### config.mk
export PLATFORM = sky130hd
export DESIGN_NAME = sdrpo_core
export DESIGN_NICKNAME = d
export VERILOG_FILES = /design/src/inc/sdrpo_pkg.sv /design/src/logic/sdrpo_core.sv
export SDC_FILE = /design/constraint.sdc
export NUM_CORES = 1
export LEC_CHECK = 0
export BUFFER_PORTS_ARGS = -buffer_cell sky130_fd_sc_hd__buf_4
export CAP_MARGIN = 20
export CORE_UTILIZATION = 48
export CTS_CLUSTER_DIAMETER = 80
export DETAILED_ROUTE_END_ITERATION = 12
export HOLD_SLACK_MARGIN = 0.03
export PLACE_DENSITY_LB_ADDON = 0.3
export SKIP_LAST_GASP = 1
export SYNTH_ARGS = -nofsm -noshare
export SYNTH_HDL_FRONTEND = slang
export SYNTH_SLANG_ARGS = --single-unit
export TNS_END_PERCENT = 100
### constraint.sdc
create_clock -name mclk -period 2.9 [get_ports mclk]
set_input_delay 0.29 -clock mclk [delete_from_list [all_inputs] [get_ports mclk]]
set_output_delay 0.29 -clock mclk [all_outputs]
set_load 0.02 [all_outputs]
### src/inc/sdrpo_pkg.sv
package sdrpo_pkg;
  // Command word layout
  localparam int          CMD_W        = 32;
  localparam int          WRITE_BIT    = 31;
  localparam int          CODE_HI      = 30;
  localparam int          CODE_LO      = 24;
  localparam logic [6:0]  CODE_DIAG_HI = 7'h05;
  localparam logic [6:0]  CODE_PHASE_LO = 7'h06;
  // Diagnostic flags: six per channel, channel 4 on top
  localparam int          DIAG_W       = 24;
  localparam int          DIAG_PER_CH  = 6;
  localparam logic [23:0] DIAG_RESET   = 24'h000000;
  // Phase offsets: four five-bit fields, channel 0 on top
  localparam int          OFFS_W       = 5;
  localparam int          OFFS_ALL_W   = 20;
  localparam logic [19:0] OFFS_RESET   = 20'h00000;
  localparam logic [3:0]  RSP_PAD      = 4'h0;
  // Period generator
  localparam int          NUM_CH       = 4;
  localparam int          SLOTS        = 32;
  localparam logic [13:0] N_RESET      = 14'h0271;
  localparam logic [1:0]  M_RESET      = 2'h0;

  typedef enum logic [0:0] {
    SDRPO_WAIT_SYNC = 1'b0,
    SDRPO_ALIGNED   = 1'b1
  } sdrpo_sync_type;

  // Samples per one thirty-second of the period, from the samples-per-period code
  function automatic logic [4:0] sdrpo_slot_len(input logic [1:0] m_code);
    unique case (m_code)
      2'h0: sdrpo_slot_len = 5'h01;
      2'h1: sdrpo_slot_len = 5'h02;
      2'h2: sdrpo_slot_len = 5'h04;
      2'h3: sdrpo_slot_len = 5'h04;
    endcase
  endfunction : sdrpo_slot_len
endpackage : sdrpo_pkg

### src/logic/sdrpo_core.sv
`timescale 1ns/10ps
module sdrpo_core
  import sdrpo_pkg::*;
#(
  parameter int N_W = 14
) (
  // Clock and reset
  input  wire logic                  mclk,
  input  wire logic                  rst_n,
  // Command word in, response word out
  input  wire logic                  cmd_valid,
  input  wire logic [CMD_W-1:0]      cmd_word,
  output      logic                  rsp_valid,
  output      logic [CMD_W-1:0]      rsp_word,
  // Fault and test-status levels from the detectors, channels 4 to 7 (bit 0 is channel 4)
  input  wire logic [NUM_CH-1:0]     ground_short_fault,
  input  wire logic [NUM_CH-1:0]     gate_off_test_done,
  input  wire logic [NUM_CH-1:0]     battery_short_fault,
  input  wire logic [NUM_CH-1:0]     battery_short_test_done,
  input  wire logic [NUM_CH-1:0]     open_load_gate_low_fault,
  input  wire logic [NUM_CH-1:0]     open_load_gate_high_fault,
  // Period setup from the period-set message
  input  wire logic [N_W-1:0]        sample_divider,
  input  wire logic [1:0]            samples_code,
  // Phase alignment
  input  wire logic                  phase_sync,
  output      logic                  aligned,
  output      logic                  period_start,
  output      logic [NUM_CH-1:0]     chan_start,
  output      logic [OFFS_ALL_W-1:0] channel_phase_delay
);

  if (N_W < 10 || N_W > 16) begin : g_bad_width
    $error("sdrpo_core: N_W must be 10 to 16");
  end

  // Diagnostic flag group
  logic [DIAG_W-1:0] diag_flags;
  logic [DIAG_W-1:0] next_diag_flags;

  // Flags mirror the detectors; no command touches them
  always_comb begin
    next_diag_flags = diag_flags;
    for (int k = 0; k < NUM_CH; k++) begin
      next_diag_flags[DIAG_W-1-DIAG_PER_CH*k]     = ground_short_fault[k];
      next_diag_flags[DIAG_W-2-DIAG_PER_CH*k]     = gate_off_test_done[k];
      next_diag_flags[DIAG_W-3-DIAG_PER_CH*k]     = battery_short_fault[k];
      next_diag_flags[DIAG_W-4-DIAG_PER_CH*k]     = battery_short_test_done[k];
      next_diag_flags[DIAG_W-5-DIAG_PER_CH*k]     = open_load_gate_low_fault[k];
      next_diag_flags[DIAG_W-6-DIAG_PER_CH*k]     = open_load_gate_high_fault[k];
    end
  end

  always_ff @(posedge mclk or negedge rst_n) begin
    if (!rst_n) begin
      diag_flags <= DIAG_RESET;
    end else begin
      diag_flags <= next_diag_flags;
    end
  end

  // Command group
  logic [6:0]            cmd_code;
  logic                  next_rsp_valid;
  logic [CMD_W-1:0]      next_rsp_word;
  logic [OFFS_ALL_W-1:0] next_phase_delay;

  assign cmd_code = cmd_word[CODE_HI:CODE_LO];

  always_comb begin
    next_rsp_valid   = cmd_valid;
    next_rsp_word    = rsp_word;
    next_phase_delay = channel_phase_delay;
    if (cmd_valid) begin
      // Unknown codes still answer, with the code echoed and zero data
      next_rsp_word = {1'b0, cmd_code, 24'h000000};
      unique case (cmd_code)
        CODE_DIAG_HI: begin
          // Write flag ignored on purpose
          next_rsp_word[DIAG_W-1:0] = diag_flags;
        end
        CODE_PHASE_LO: begin
          if (cmd_word[WRITE_BIT]) begin
            // Bits 23:20 above the offsets are dropped here
            next_phase_delay = cmd_word[OFFS_ALL_W-1:0];
          end
          next_rsp_word[23:OFFS_ALL_W]   = RSP_PAD;
          next_rsp_word[OFFS_ALL_W-1:0]  = next_phase_delay;
        end
        default: begin
          next_rsp_word = {1'b0, cmd_code, 24'h000000};
        end
      endcase
    end
  end

  always_ff @(posedge mclk or negedge rst_n) begin
    if (!rst_n) begin
      rsp_valid           <= 1'b0;
      rsp_word            <= '0;
      channel_phase_delay <= OFFS_RESET;
    end else begin
      rsp_valid           <= next_rsp_valid;
      rsp_word            <= next_rsp_word;
      channel_phase_delay <= next_phase_delay;
    end
  end

  // Timing group
  sdrpo_sync_type    sync_state;
  sdrpo_sync_type    next_sync_state;
  logic [N_W-1:0]    n_count;
  logic [N_W-1:0]    next_n_count;
  logic [4:0]        sub_count;
  logic [4:0]        next_sub_count;
  logic [4:0]        slot;
  logic [4:0]        next_slot;
  logic              next_period_start;
  logic [NUM_CH-1:0] next_chan_start;
  logic              sample_tick;
  logic              slot_edge;
  logic [4:0]        slot_len;

  assign slot_len    = sdrpo_slot_len(samples_code);
  // A divider of zero behaves as one
  assign sample_tick = ({1'b0, n_count} + 1'b1) >= {1'b0, sample_divider};
  assign slot_edge   = sample_tick && (sub_count + 5'h01 >= slot_len);
  assign aligned     = (sync_state == SDRPO_ALIGNED);

  always_comb begin
    next_sync_state   = sync_state;
    next_n_count      = n_count;
    next_sub_count    = sub_count;
    next_slot         = slot;
    next_period_start = 1'b0;
    next_chan_start   = '0;
    if (phase_sync) begin
      // Restart the period so every channel shares one reference
      next_sync_state   = SDRPO_ALIGNED;
      next_n_count      = '0;
      next_sub_count    = 5'h00;
      next_slot         = 5'h00;
      next_period_start = 1'b1;
      for (int c = 0; c < NUM_CH; c++) begin
        next_chan_start[c] = (channel_phase_delay[OFFS_ALL_W-1-OFFS_W*c -: OFFS_W] == 5'h00);
      end
    end else if (sync_state == SDRPO_ALIGNED) begin
      next_n_count = sample_tick ? '0 : n_count + 1'b1;
      if (sample_tick) begin
        next_sub_count = slot_edge ? 5'h00 : sub_count + 5'h01;
      end
      if (slot_edge) begin
        next_slot         = slot + 5'h01;
        next_period_start = (slot == 5'(SLOTS - 1));
        for (int c = 0; c < NUM_CH; c++) begin
          next_chan_start[c] = (channel_phase_delay[OFFS_ALL_W-1-OFFS_W*c -: OFFS_W] == next_slot);
        end
      end
    end
  end

  always_ff @(posedge mclk or negedge rst_n) begin
    if (!rst_n) begin
      sync_state   <= SDRPO_WAIT_SYNC;
      n_count      <= '0;
      sub_count    <= 5'h00;
      slot         <= 5'h00;
      period_start <= 1'b0;
      chan_start   <= '0;
    end else begin
      sync_state   <= next_sync_state;
      n_count      <= next_n_count;
      sub_count    <= next_sub_count;
      slot         <= next_slot;
      period_start <= next_period_start;
      chan_start   <= next_chan_start;
    end
  end

  // Checks
  a_diag_echo_code: assert property (@(posedge mclk) disable iff (!rst_n)
    cmd_valid && cmd_code == CODE_DIAG_HI |=> rsp_valid && rsp_word[31:24] == {1'b0, CODE_DIAG_HI})
    else $error("diagnostic response header wrong");
  a_diag_write_inert: assert property (@(posedge mclk) disable iff (!rst_n)
    cmd_valid && cmd_code == CODE_DIAG_HI |=> channel_phase_delay == $past(channel_phase_delay))
    else $error("diagnostic command changed offsets");
  // Flags are a registered copy, so the answer shows the detectors two edges back
  a_diag_flag_layout: assert property (@(posedge mclk) disable iff (!rst_n)
    cmd_valid && cmd_code == CODE_DIAG_HI |=>
      rsp_word[23:18] == $past({ground_short_fault[0], gate_off_test_done[0], battery_short_fault[0],
                                battery_short_test_done[0], open_load_gate_low_fault[0],
                                open_load_gate_high_fault[0]}, 2)
      && rsp_word[17] == $past(ground_short_fault[1], 2) && rsp_word[11] == $past(ground_short_fault[2], 2)
      && rsp_word[5] == $past(ground_short_fault[3], 2) && rsp_word[0] == $past(open_load_gate_high_fault[3], 2))
    else $error("diagnostic flag position wrong");
  a_phase_write_store: assert property (@(posedge mclk) disable iff (!rst_n)
    cmd_valid && cmd_code == CODE_PHASE_LO && cmd_word[WRITE_BIT] |=> channel_phase_delay == $past(cmd_word[19:0]))
    else $error("offset write not stored");
  a_phase_read_only: assert property (@(posedge mclk) disable iff (!rst_n)
    cmd_valid && cmd_code == CODE_PHASE_LO && !cmd_word[WRITE_BIT] |=> $stable(channel_phase_delay))
    else $error("offset read changed offsets");
  a_phase_resp_body: assert property (@(posedge mclk) disable iff (!rst_n)
    cmd_valid && cmd_code == CODE_PHASE_LO |=> rsp_word[31:20] == {1'b0, CODE_PHASE_LO, 4'h0}
      && rsp_word[19:0] == channel_phase_delay)
    else $error("offset response wrong");
  a_sync_restart: assert property (@(posedge mclk) disable iff (!rst_n)
    phase_sync |=> period_start && aligned && slot == 5'h00)
    else $error("phase sync did not restart period");
  a_no_start_unaligned: assert property (@(posedge mclk) disable iff (!rst_n)
    !aligned |-> chan_start == '0 && !period_start)
    else $error("channel start before alignment");
  a_zero_offset_start: assert property (@(posedge mclk) disable iff (!rst_n)
    period_start && $past(channel_phase_delay[19:15]) == 5'h00 |-> chan_start[0])
    else $error("zero-offset channel missed period start");

endmodule : sdrpo_core

# Yosys cells after proc, flatten, opt, wreduce, memory -nomap -nowiden
# Index checks and enable logic that the tools add are counted.
[word_totals]
rom_bits = 0
in_bits = 76
ram_bits = 0
ff_bits = 106
n_memories = 0
out_inout_bits = 59
elab_cells = 58
latchBits = 0
[op_classes]
reduce_logical = 13
div = 0
n_mul = 0
add_sub_neg = 4
mux = 19
eq_ne = 10
shift = 0
bitwise = 0
n_lt_le_gt_ge = 2
[ops]
columns = ["op", "n"]
rows = [
  ["case mux 24 bit (2 select lines)", 1],
  ["two-way mux 14 bit", 3],
  ["two-way mux 5 bit", 7],
  ["== test 5 bit", 4],
  ["zero test 5 bit", 4],
  ["two-way mux 20 bit", 1],
  ["adder 14 x 1 -> 15 bit (second input constant)", 1],
  ["greater-or-equal comparator 15 x 14 -> 1 bit", 1],
  ["case mux 5 bit (3 select lines)", 1],
  ["adder 14 x 1 -> 14 bit (second input constant)", 1],
  ["== test 7 x 3 -> 1 bit (second input constant)", 2],
  ["two-way mux 4 bit", 3],
  ["adder 5 x 1 -> 5 bit (second input constant)", 2],
  ["AND reduction 2 bit", 3],
  ["nonzero test 2 bit", 3],
  ["== test 5 bit (second input constant)", 1],
  ["greater-or-equal comparator 5 bit", 1],
  ["== test 2 bit (second input constant)", 2],
  ["two-way mux 1 bit", 3],
  ["== test 2 x 1 -> 1 bit (second input constant)", 1],
  ["zero test 2 bit", 1],
  ["OR reduction 2 bit", 1],
  ["logical AND 1 bit", 1],
]

# Logic depth before layout (Yosys ltp)
# Gate-level depths: netlist (run 1).
[depth]
depth_word = 9
ltp_mapped = 13
depth_no_buf = 12

# Worst setup path before layout (run 1)
# No wires, ideal clock.
[synth_timing]
path_type = "reg-to-reg"
from = "reg n_count[2]"
to = "reg slot[3]"
path_buffers = 0
stages_incl_launch_ff = 12
setup_ns = 0.128
period_less_slack_ns = 2.681
required_time_ns = 2.772
path_slack_ns = 0.219
arrival_ns = 2.554
path_cell_list = "dfrtp_1 > and3_1 > and4_1 > and3_1 > xor2_1 > ha_1 > nand3_1 > nor3_1 > nor3_2 > o21a_4 > nor3_1 > mux2_1"
[synth_via]
elab_chain_cells = 5
[synth_rtl]
columns = ["element", "line", "rtl"]
rows = [
  ["start: declaration", "sdrpo_core.sv:112", "logic [N_W-1:0] n_count;"],
  ["start signal: assignment", "sdrpo_core.sv:172", "n_count <= next_n_count;"],
  ["adder 14 x 1 -> 15 bit", "sdrpo_core.sv:126", "assign sample_tick = ({1'b0, n_count} + 1'b1) >= {1'b0, sample_divider};"],
  ["greater-or-equal comparator 15 x 14 -> 1 bit", "sdrpo_core.sv:126", ""],
  ["logical AND 1 bit", "sdrpo_core.sv:127", "assign slot_edge = sample_tick && (sub_count + 5'h01 >= slot_len);"],
  ["nonzero test 2 bit (no line)", "--", ""],
  ["AND reduction 2 bit (no line)", "--", ""],
  ["end signal: assignment", "sdrpo_core.sv:174", "slot <= next_slot;"],
  ["end: declaration", "sdrpo_core.sv:116", "logic [4:0] slot;"],
]
# No other way between the ends.
# A chain may end at the register's enable or synchronous reset.

# Final worst setup path (run 1)
[layout_timing]
from = "reg n_count[0]"
to = "reg slot[0]"
# Same word-level chain as after synthesis.

==> results of run 1 <==
## final timing paths
| check | from | end | slack, ps | cells after the start |
|---|---|---|---|---|
| setup / recovery | n_count[0]$_DFFE_PN0P_ | slot[0]$_DFFE_PN0P_ | 150 | 10 |
| hold reg to reg | diag_flags[4]$_DFF_PN0_ | rsp_word[4]$_DFFE_PN0P_ | 470 | 2 |
| setup reg to reg | n_count[0]$_DFFE_PN0P_ | slot[0]$_DFFE_PN0P_ | 150 | 10 |
| hold / removal | cmd_word[19] | channel_phase_delay[19]$_DFFE_PN0P_ | 160 | 2 |
| min in group asynchronous | rst_n | rsp_word[29]$_DFFE_PN0P_ | 500 | 2 |
| max in group asynchronous | rst_n | n_count[7]$_DFFE_PN0P_ | 1660 | 3 |
## cell type report
class	instances	area, um2	area share, %
multi-input combinational	358	2511	36.12
sequential	106	2654	38.17
tap	136	170.2	2.447
clock buffer	11	141.4	2.033
inverter	19	71.32	1.026
clock inverter	5	46.29	0.6658
timing repair buffer	171	1359	19.54
## through the flow
stage,cell area (um2),total power [mW],cells,util (%),setup slack [ps]
floorplan,5253,1.772,506,-,218.8
finish,6953,2.843,806,66.46,149.6
CTS,6853,2.858,803,65.50,3.300
detailed placement,6415,1.975,762,61.31,30.33
global route,6953,2.971,806,66.46,2.027
global placement,6415,1.963,762,61.31,109.7
## sequential cells by signal, indices dropped and copies added, names as in the netlist, 4 cells and up
name	count
slot	5
channel_phase_delay	20
rsp_word	31
sub_count	5
diag_flags	24
chan_start	4
n_count	14
## worst max-delay path: stages, from the launching register on
cell,delay [ps]
dfrtp_1,370
ha_2,250
nand2_1,80
or3_1,330
nand2_1,90
ha_1,160
nand4_1,100
o311a_1,460
o21a_4,280
nor2_4,170
mux2_2,360
## report_power, final
group | total, mW | switching [mW] | internal (mW)
Sequential | 1.57 | 0.0389 | 1.53
Clock | 0.866 | 0.515 | 0.350
Combinational | 0.408 | 0.193 | 0.215
## cell families (layout without fill, tap and decap cells)
family                   Yosys count  count (layout)  synth area share [%]
AO/OA/AOI/OAI                     52              52                 7.456
XOR/XNOR                          34              34                 5.669
adder cells (fa/ha/maj)           21              21                 5.002
buffers and inverters             42             206                 3.240
flip-flops                       106             106                 50.50
multiplexers                      32              32                 6.789
other                              1               1               0.07139
AND/OR/NAND/NOR                  218             218                 21.27
## layout by cell type (no fill, tap or decap), types with 3 or more instances in the layout
cell           instances
buf_4                145
dfrtp_1              105
nand2_1               92
nand3_1               33
mux2_2                28
nand2b_1              27
dlygate4sd3_1         25
xnor2_1               22
inv_1                 19
ha_1                  19
o21ai_0               14
nor2_1                13
xor2_1                12
a21oi_1               10
clkbuf_8              10
nand4_1                8
a32o_1                 8
a21o_1                 7
nor3b_1                7
nor3_1                 5
and3_1                 4
nand3_2                4
o41ai_2                4
nor2b_1                4
or3_1                  3
nor3_2                 3
mux2i_1                3
clkinv_4               3
## routing by layer
metal	global-route usage, %	up-vias	wire [um]
met5	0	-	0
li1	-	2051	-
met2	38.57	114	6128
met1	27.56	2034	5176
met4	9.100	0	289
met3	5.046	25	658
## timing repair
action	CTS	global route
setup endpoints to repair	0	15
buffers inserted	0	3
endpoints found under the hold margin	77	0
hold buffers	25	0
resized for setup	0	16
==> summary.txt, run 1 <==
CTS
  • Clock Latency Late Sink: 380 ps
  • Root buffer cell: clkbuf_8
  • CTS buffer count: 9
  • CTS clock-pin slew for the worst setup and hold paths: 100 ps
  • TritonCTS clock tree: done
  • Clock sink count: 106
  • Clock buffer depth: 2
  • H-tree Lvls: 3

Floorplanning
  • Row cnt: 37
  • Core area: 0.01046 mm2
  • Die area: 0.01136 mm2
  • Die H: 106.6 um
  • Initial core utilization: 50.20%
  • Die width: 106.6 um
  • Top-Level Pins: 135

STA
  • Rel. slew slack: 54.38%
  • Final setup vio count: 0
  • Final Hold Viols: 0
  • Final setup TNS: 0 ps
  • WHS: 160.6 ps
  • Fin. max-slew vios: 0
  • Least-Margin Pin Slew: 684.2 ps
  • Unrepaired setup endpoints after global routing: false
  • Max Freq: 363.6 MHz
  • Final worst clock skew: 16.33 ps
  • Min Tclk post-route: 2750 ps
  • Crit share post-route: 94.84%

GRT
  • Vias in the first global route: 4,386
  • First-pass GRT wire length: 20,200 um
  • Largest net degree at the start of global routing: 55
  • Remaining global-route overflow: 0
  • GRT Total Usage: 22.53%
  • Initial antenna violation count: 0

Logic synthesis
  • YS warnings: 0
  • Synthesized area: 0.005253 mm2
  • Syn avg cell area: 10.38 um2
  • Sequential cell area fraction in the yosys report: 50.50%
  • Post-synthesis cell count: 506
  • Cell variety after synth: 49
  • Synth Flop Type: dfrtp_1
  • Post-synth net total: 603
  • Ys async rst share: 100.0%
  • Post-synthesis register bit count: 106
  • Commonest cells post-synth: 106 x dfrtp_1, 92 x nand2_1, 36 x nand3_1
  • Synth top area cells: dfrtp_1 51%, nand2_1 6.6%, mux2_2 6.0%, ha_1 5.0%, xnor2_1 3.7%
  • Cell taking the most area after synthesis: dfrtp_1
  • Most common cell in the netlist: dfrtp_1
  • Post-synth top area share: 50.50%
  • Post-synth EDFFs: 0

Final layout
  • Layout net count: 762
  • Area delta synth->final: 32.37%
  • N_diodes: 0
  • Fillers: 831
  • Layout cells sized above 1: 32.39%

Detailed routing
  • Post-DRT Antenna Nets: 0
  • Vias: 4,224
  • Drt drc: 0
  • Vias per cell: 5.241
  • DR WL/cell: 15.20 um
  • Iteration-0 DRC Markers: 179
  • Drt first pass iters: 4
  • Detailed Route WL: 12,250 um

Setup path
  • Crit path arrival time: 3000 ps
  • Crit Path Class: reg2reg
  • CP endpoint kind: flip-flop
  • Worst Setup Start Kind: flip-flop
  • Worst EP required: 3150 ps
  • Worst Path Max Fanout: 6

Outcome
  • Status: complete, no violations

Place
  • Final GP Congestion: 0.8128
  • Port bufs: 129
  • Detailed placement HPWL: 8749 um

Flow run
  • Maxcap violations: 0

Power
  • VDD IR max: 0.0002645 V
  • P_leak: 3.525 nW
  • Pwr dens: 408.8 mW/mm2

Min path
  • Worst Hold Class: in2reg
(Power assumes the default switching activity.)
==> run 2, diff against run 1 <==
CTS_CLUSTER_SIZE = 14   (was unset)
PLACE_DENSITY = 0.76   (was unset)
PLACE_DENSITY_LB_ADDON = unset   (was 0.3)
REMOVE_ABC_BUFFERS = 1   (was unset)
==> run 2 against run 1 <==
  * Non-clock buffer count shrank 3
  * Via count shrank 0.40%
  * Die area is the same
  * Register-to-register slack gained 20 ps
  * Maximum frequency grew 0.57%
  * Core utilization shrank 0.47 points
  * First-iteration DRC count grew 3.9%
  * Sequential power is essentially flat
  * Clock-buffer cell count shrank 2
  * Critical path depth grew 1
  * Combinational power is essentially flat
  * Critical endpoint is now slot[3]$_DFFE_PN0P_
  * Largest power group unchanged
  * Highest routed layer unchanged
==> summary.txt, run 2 (same netlist as run 1, synthesis figures left out) <==
Final layout
  • Reg with most FFs: rsp_word
  • N_diodes: 0
  • Largest regs: rsp_word x31, diag_flags x24, channel_phase_delay x20
  • Most frequent cells in the layout: 142 x buf_4, 103 x dfrtp_1, 92 x nand2_1, 35 x nand3_1, 28 x mux2_2
  • Largest register FFs: 31
  • Layout cells sized above 1: 31.48%
  • Most common cell after layout, fill and taps aside: buf_4
  • Area delta synth->final: 31.44%
  • Fillers: 858
  • Layout net count: 759
  • Final core utilization: 65.99%

Detailed routing
  • Drt first pass iters: 4
  • DR WL/cell: 15.48 um
  • Detailed Route WL: 12,430 um
  • Vias: 4,207
  • Vias per cell: 5.239
  • Drt drc: 0
  • Iteration-0 DRC Markers: 186
  • Post-DRT Antenna Nets: 0

CTS
  • H-tree Lvls: 3
  • TritonCTS clock tree: done
  • Clock buffer depth: 2
  • Root buffer cell: clkbuf_8
  • CTS clock-pin slew for the worst setup and hold paths: 110 ps
  • Clock Latency Late Sink: 380 ps
  • CTS buffer count: 9
  • Clock sink count: 106

Power
  • VDD IR max: 0.0003399 V
  • Comb pwr share: 14.0%
  • Clock power frac: 31.9%
  • Pwr dens: 421.0 mW/mm2
  • Total power: 2.907 mW
  • Internal power: 2.151 mW
  • Net load switching power: 0.7554 mW
  • Sw Ratio: 25.99%
  • P_leak: 3.521 nW
  • Register share of total power: 54.1%

Setup path
  • Crit path arrival time: 3010 ps
  • Worst Path Max Fanout: 5
  • Worst EP required: 3170 ps
  • Worst Setup Start Kind: flip-flop
  • CP endpoint kind: flip-flop
  • Crit Path Class: reg2reg

Floorplanning
  • Die H: 106.6 um
  • Die area: 0.01136 mm2
  • Die width: 106.6 um
  • Row cnt: 37
  • Core area: 0.01046 mm2
  • Top-Level Pins: 135
  • Initial core utilization: 50.20%

STA
  • Rel. slew slack: 51.55%
  • Min Tclk post-route: 2735 ps
  • Final setup TNS: 0 ps
  • Crit share post-route: 94.30%
  • Final setup vio count: 0
  • Final Hold Viols: 0
  • Unrepaired setup endpoints after global routing: true
  • Least-Margin Pin Slew: 726.8 ps
  • Final worst clock skew: 15.34 ps
  • Setup ws final: 165.2 ps
  • WHS: 141.1 ps
  • Fin. max-slew vios: 0
  • Max Freq: 365.7 MHz

Place
  • Final GP Congestion: 0.7948
  • Detailed placement HPWL: 8845 um
  • Pre-CTS setup slack: 28.11 ps
  • Port bufs: 129

GRT
  • Vias in the first global route: 4,416
  • Initial antenna violation count: 0
  • GRT Total Usage: 23.18%
  • First-pass GRT wire length: 20,490 um
  • Largest net degree at the start of global routing: 56
  • Remaining global-route overflow: 0

Min path
  • Worst Hold Class: in2reg

Outcome
  • Status: complete, no violations

Flow run
  • Maxcap violations: 0
[run 2: cell count changes in the layout (fill, tap and decap cells not counted), sizes merged]
cell,before,now
buf,146,143
clkbuf,11,9
clkinv,3,4
bufinv,0,1
[run 2: power groups by stage]
stage	clock, mW	sequential (mW)	combinational, mW
3_5_place_dp	0	1.60	0.378
2_1_floorplan	0	1.63	0.122
3_3_place_gp	0	1.60	0.369
4_1_cts	0.954	1.57	0.406
5_1_grt	1.02	1.58	0.446
6_report	0.928	1.57	0.406
[run 2: critical path, cell delays in order, from the launching register on]
cell,delay (ps)
dfrtp_1,390
and3_1,220
and4_4,220
and3_1,200
xor2_1,150
ha_1,290
nand3_2,100
nor2_1,120
nand3_1,160
o21a_4,260
nor3_2,190
mux2_1,330
[run 2: worst paths after layout]
kind / startpoint / end / slack (ps) / depth (start not counted)
worst min-delay path: cmd_word[27] / rsp_word[27]$_DFFE_PN0P_ / 140 / 2
min in group asynchronous: rst_n / diag_flags[5]$_DFF_PN0_ / 510 / 2
max in group asynchronous: rst_n / diag_flags[14]$_DFF_PN0_ / 1660 / 3
worst max register to register: n_count[4]$_DFFE_PN0P_ / slot[3]$_DFFE_PN0P_ / 170 / 11
worst min register to register: diag_flags[15]$_DFF_PN0_ / rsp_word[15]$_DFFE_PN0P_ / 460 / 2
worst max-delay path: n_count[4]$_DFFE_PN0P_ / slot[3]$_DFFE_PN0P_ / 170 / 11
[run 2: timing repair]
| action | in CTS | in global routing |
|---|---|---|
| hold buffers | 25 | 0 |
| hold endpoints to repair | 78 | 0 |
| gates resized for setup | 0 | 10 |
| setup buffers | 0 | 0 |
| setup endpoints to repair | 0 | 27 |
[run 2: per-stage QoR]
stage               instance area (um2)  cells
floorplan                          5154    483
global placement                   6421    762
detailed placement                 6421    762
CTS                                6870    803
global route                       6904    803
finish                             6904    803
[run 2: metal layers]
| metal | up-vias | routed length (um) | GRT usage, % |
|---|---|---|---|
| met2 | 126 | 6369 | 40.32 |
| met4 | 0 | 201 | 8.023 |
| met5 | - | 0 | 0 |
| li1 | 2042 | - | - |
| met1 | 2019 | 5115 | 27.90 |
| met3 | 20 | 741 | 5.836 |
[run 2: cell type report]
| class | instances | area, um2 | area share [%] |
|---|---|---|---|
| flip-flops and latches | 106 | 2656 | 38.47 |
| multi-input cells | 358 | 2471 | 35.79 |
| repair buffers | 168 | 1336 | 19.35 |
| well taps | 136 | 170.2 | 2.465 |
| clock buffers | 9 | 123.9 | 1.794 |
| clock inverters | 7 | 75.07 | 1.087 |
| inverters | 19 | 71.32 | 1.033 |
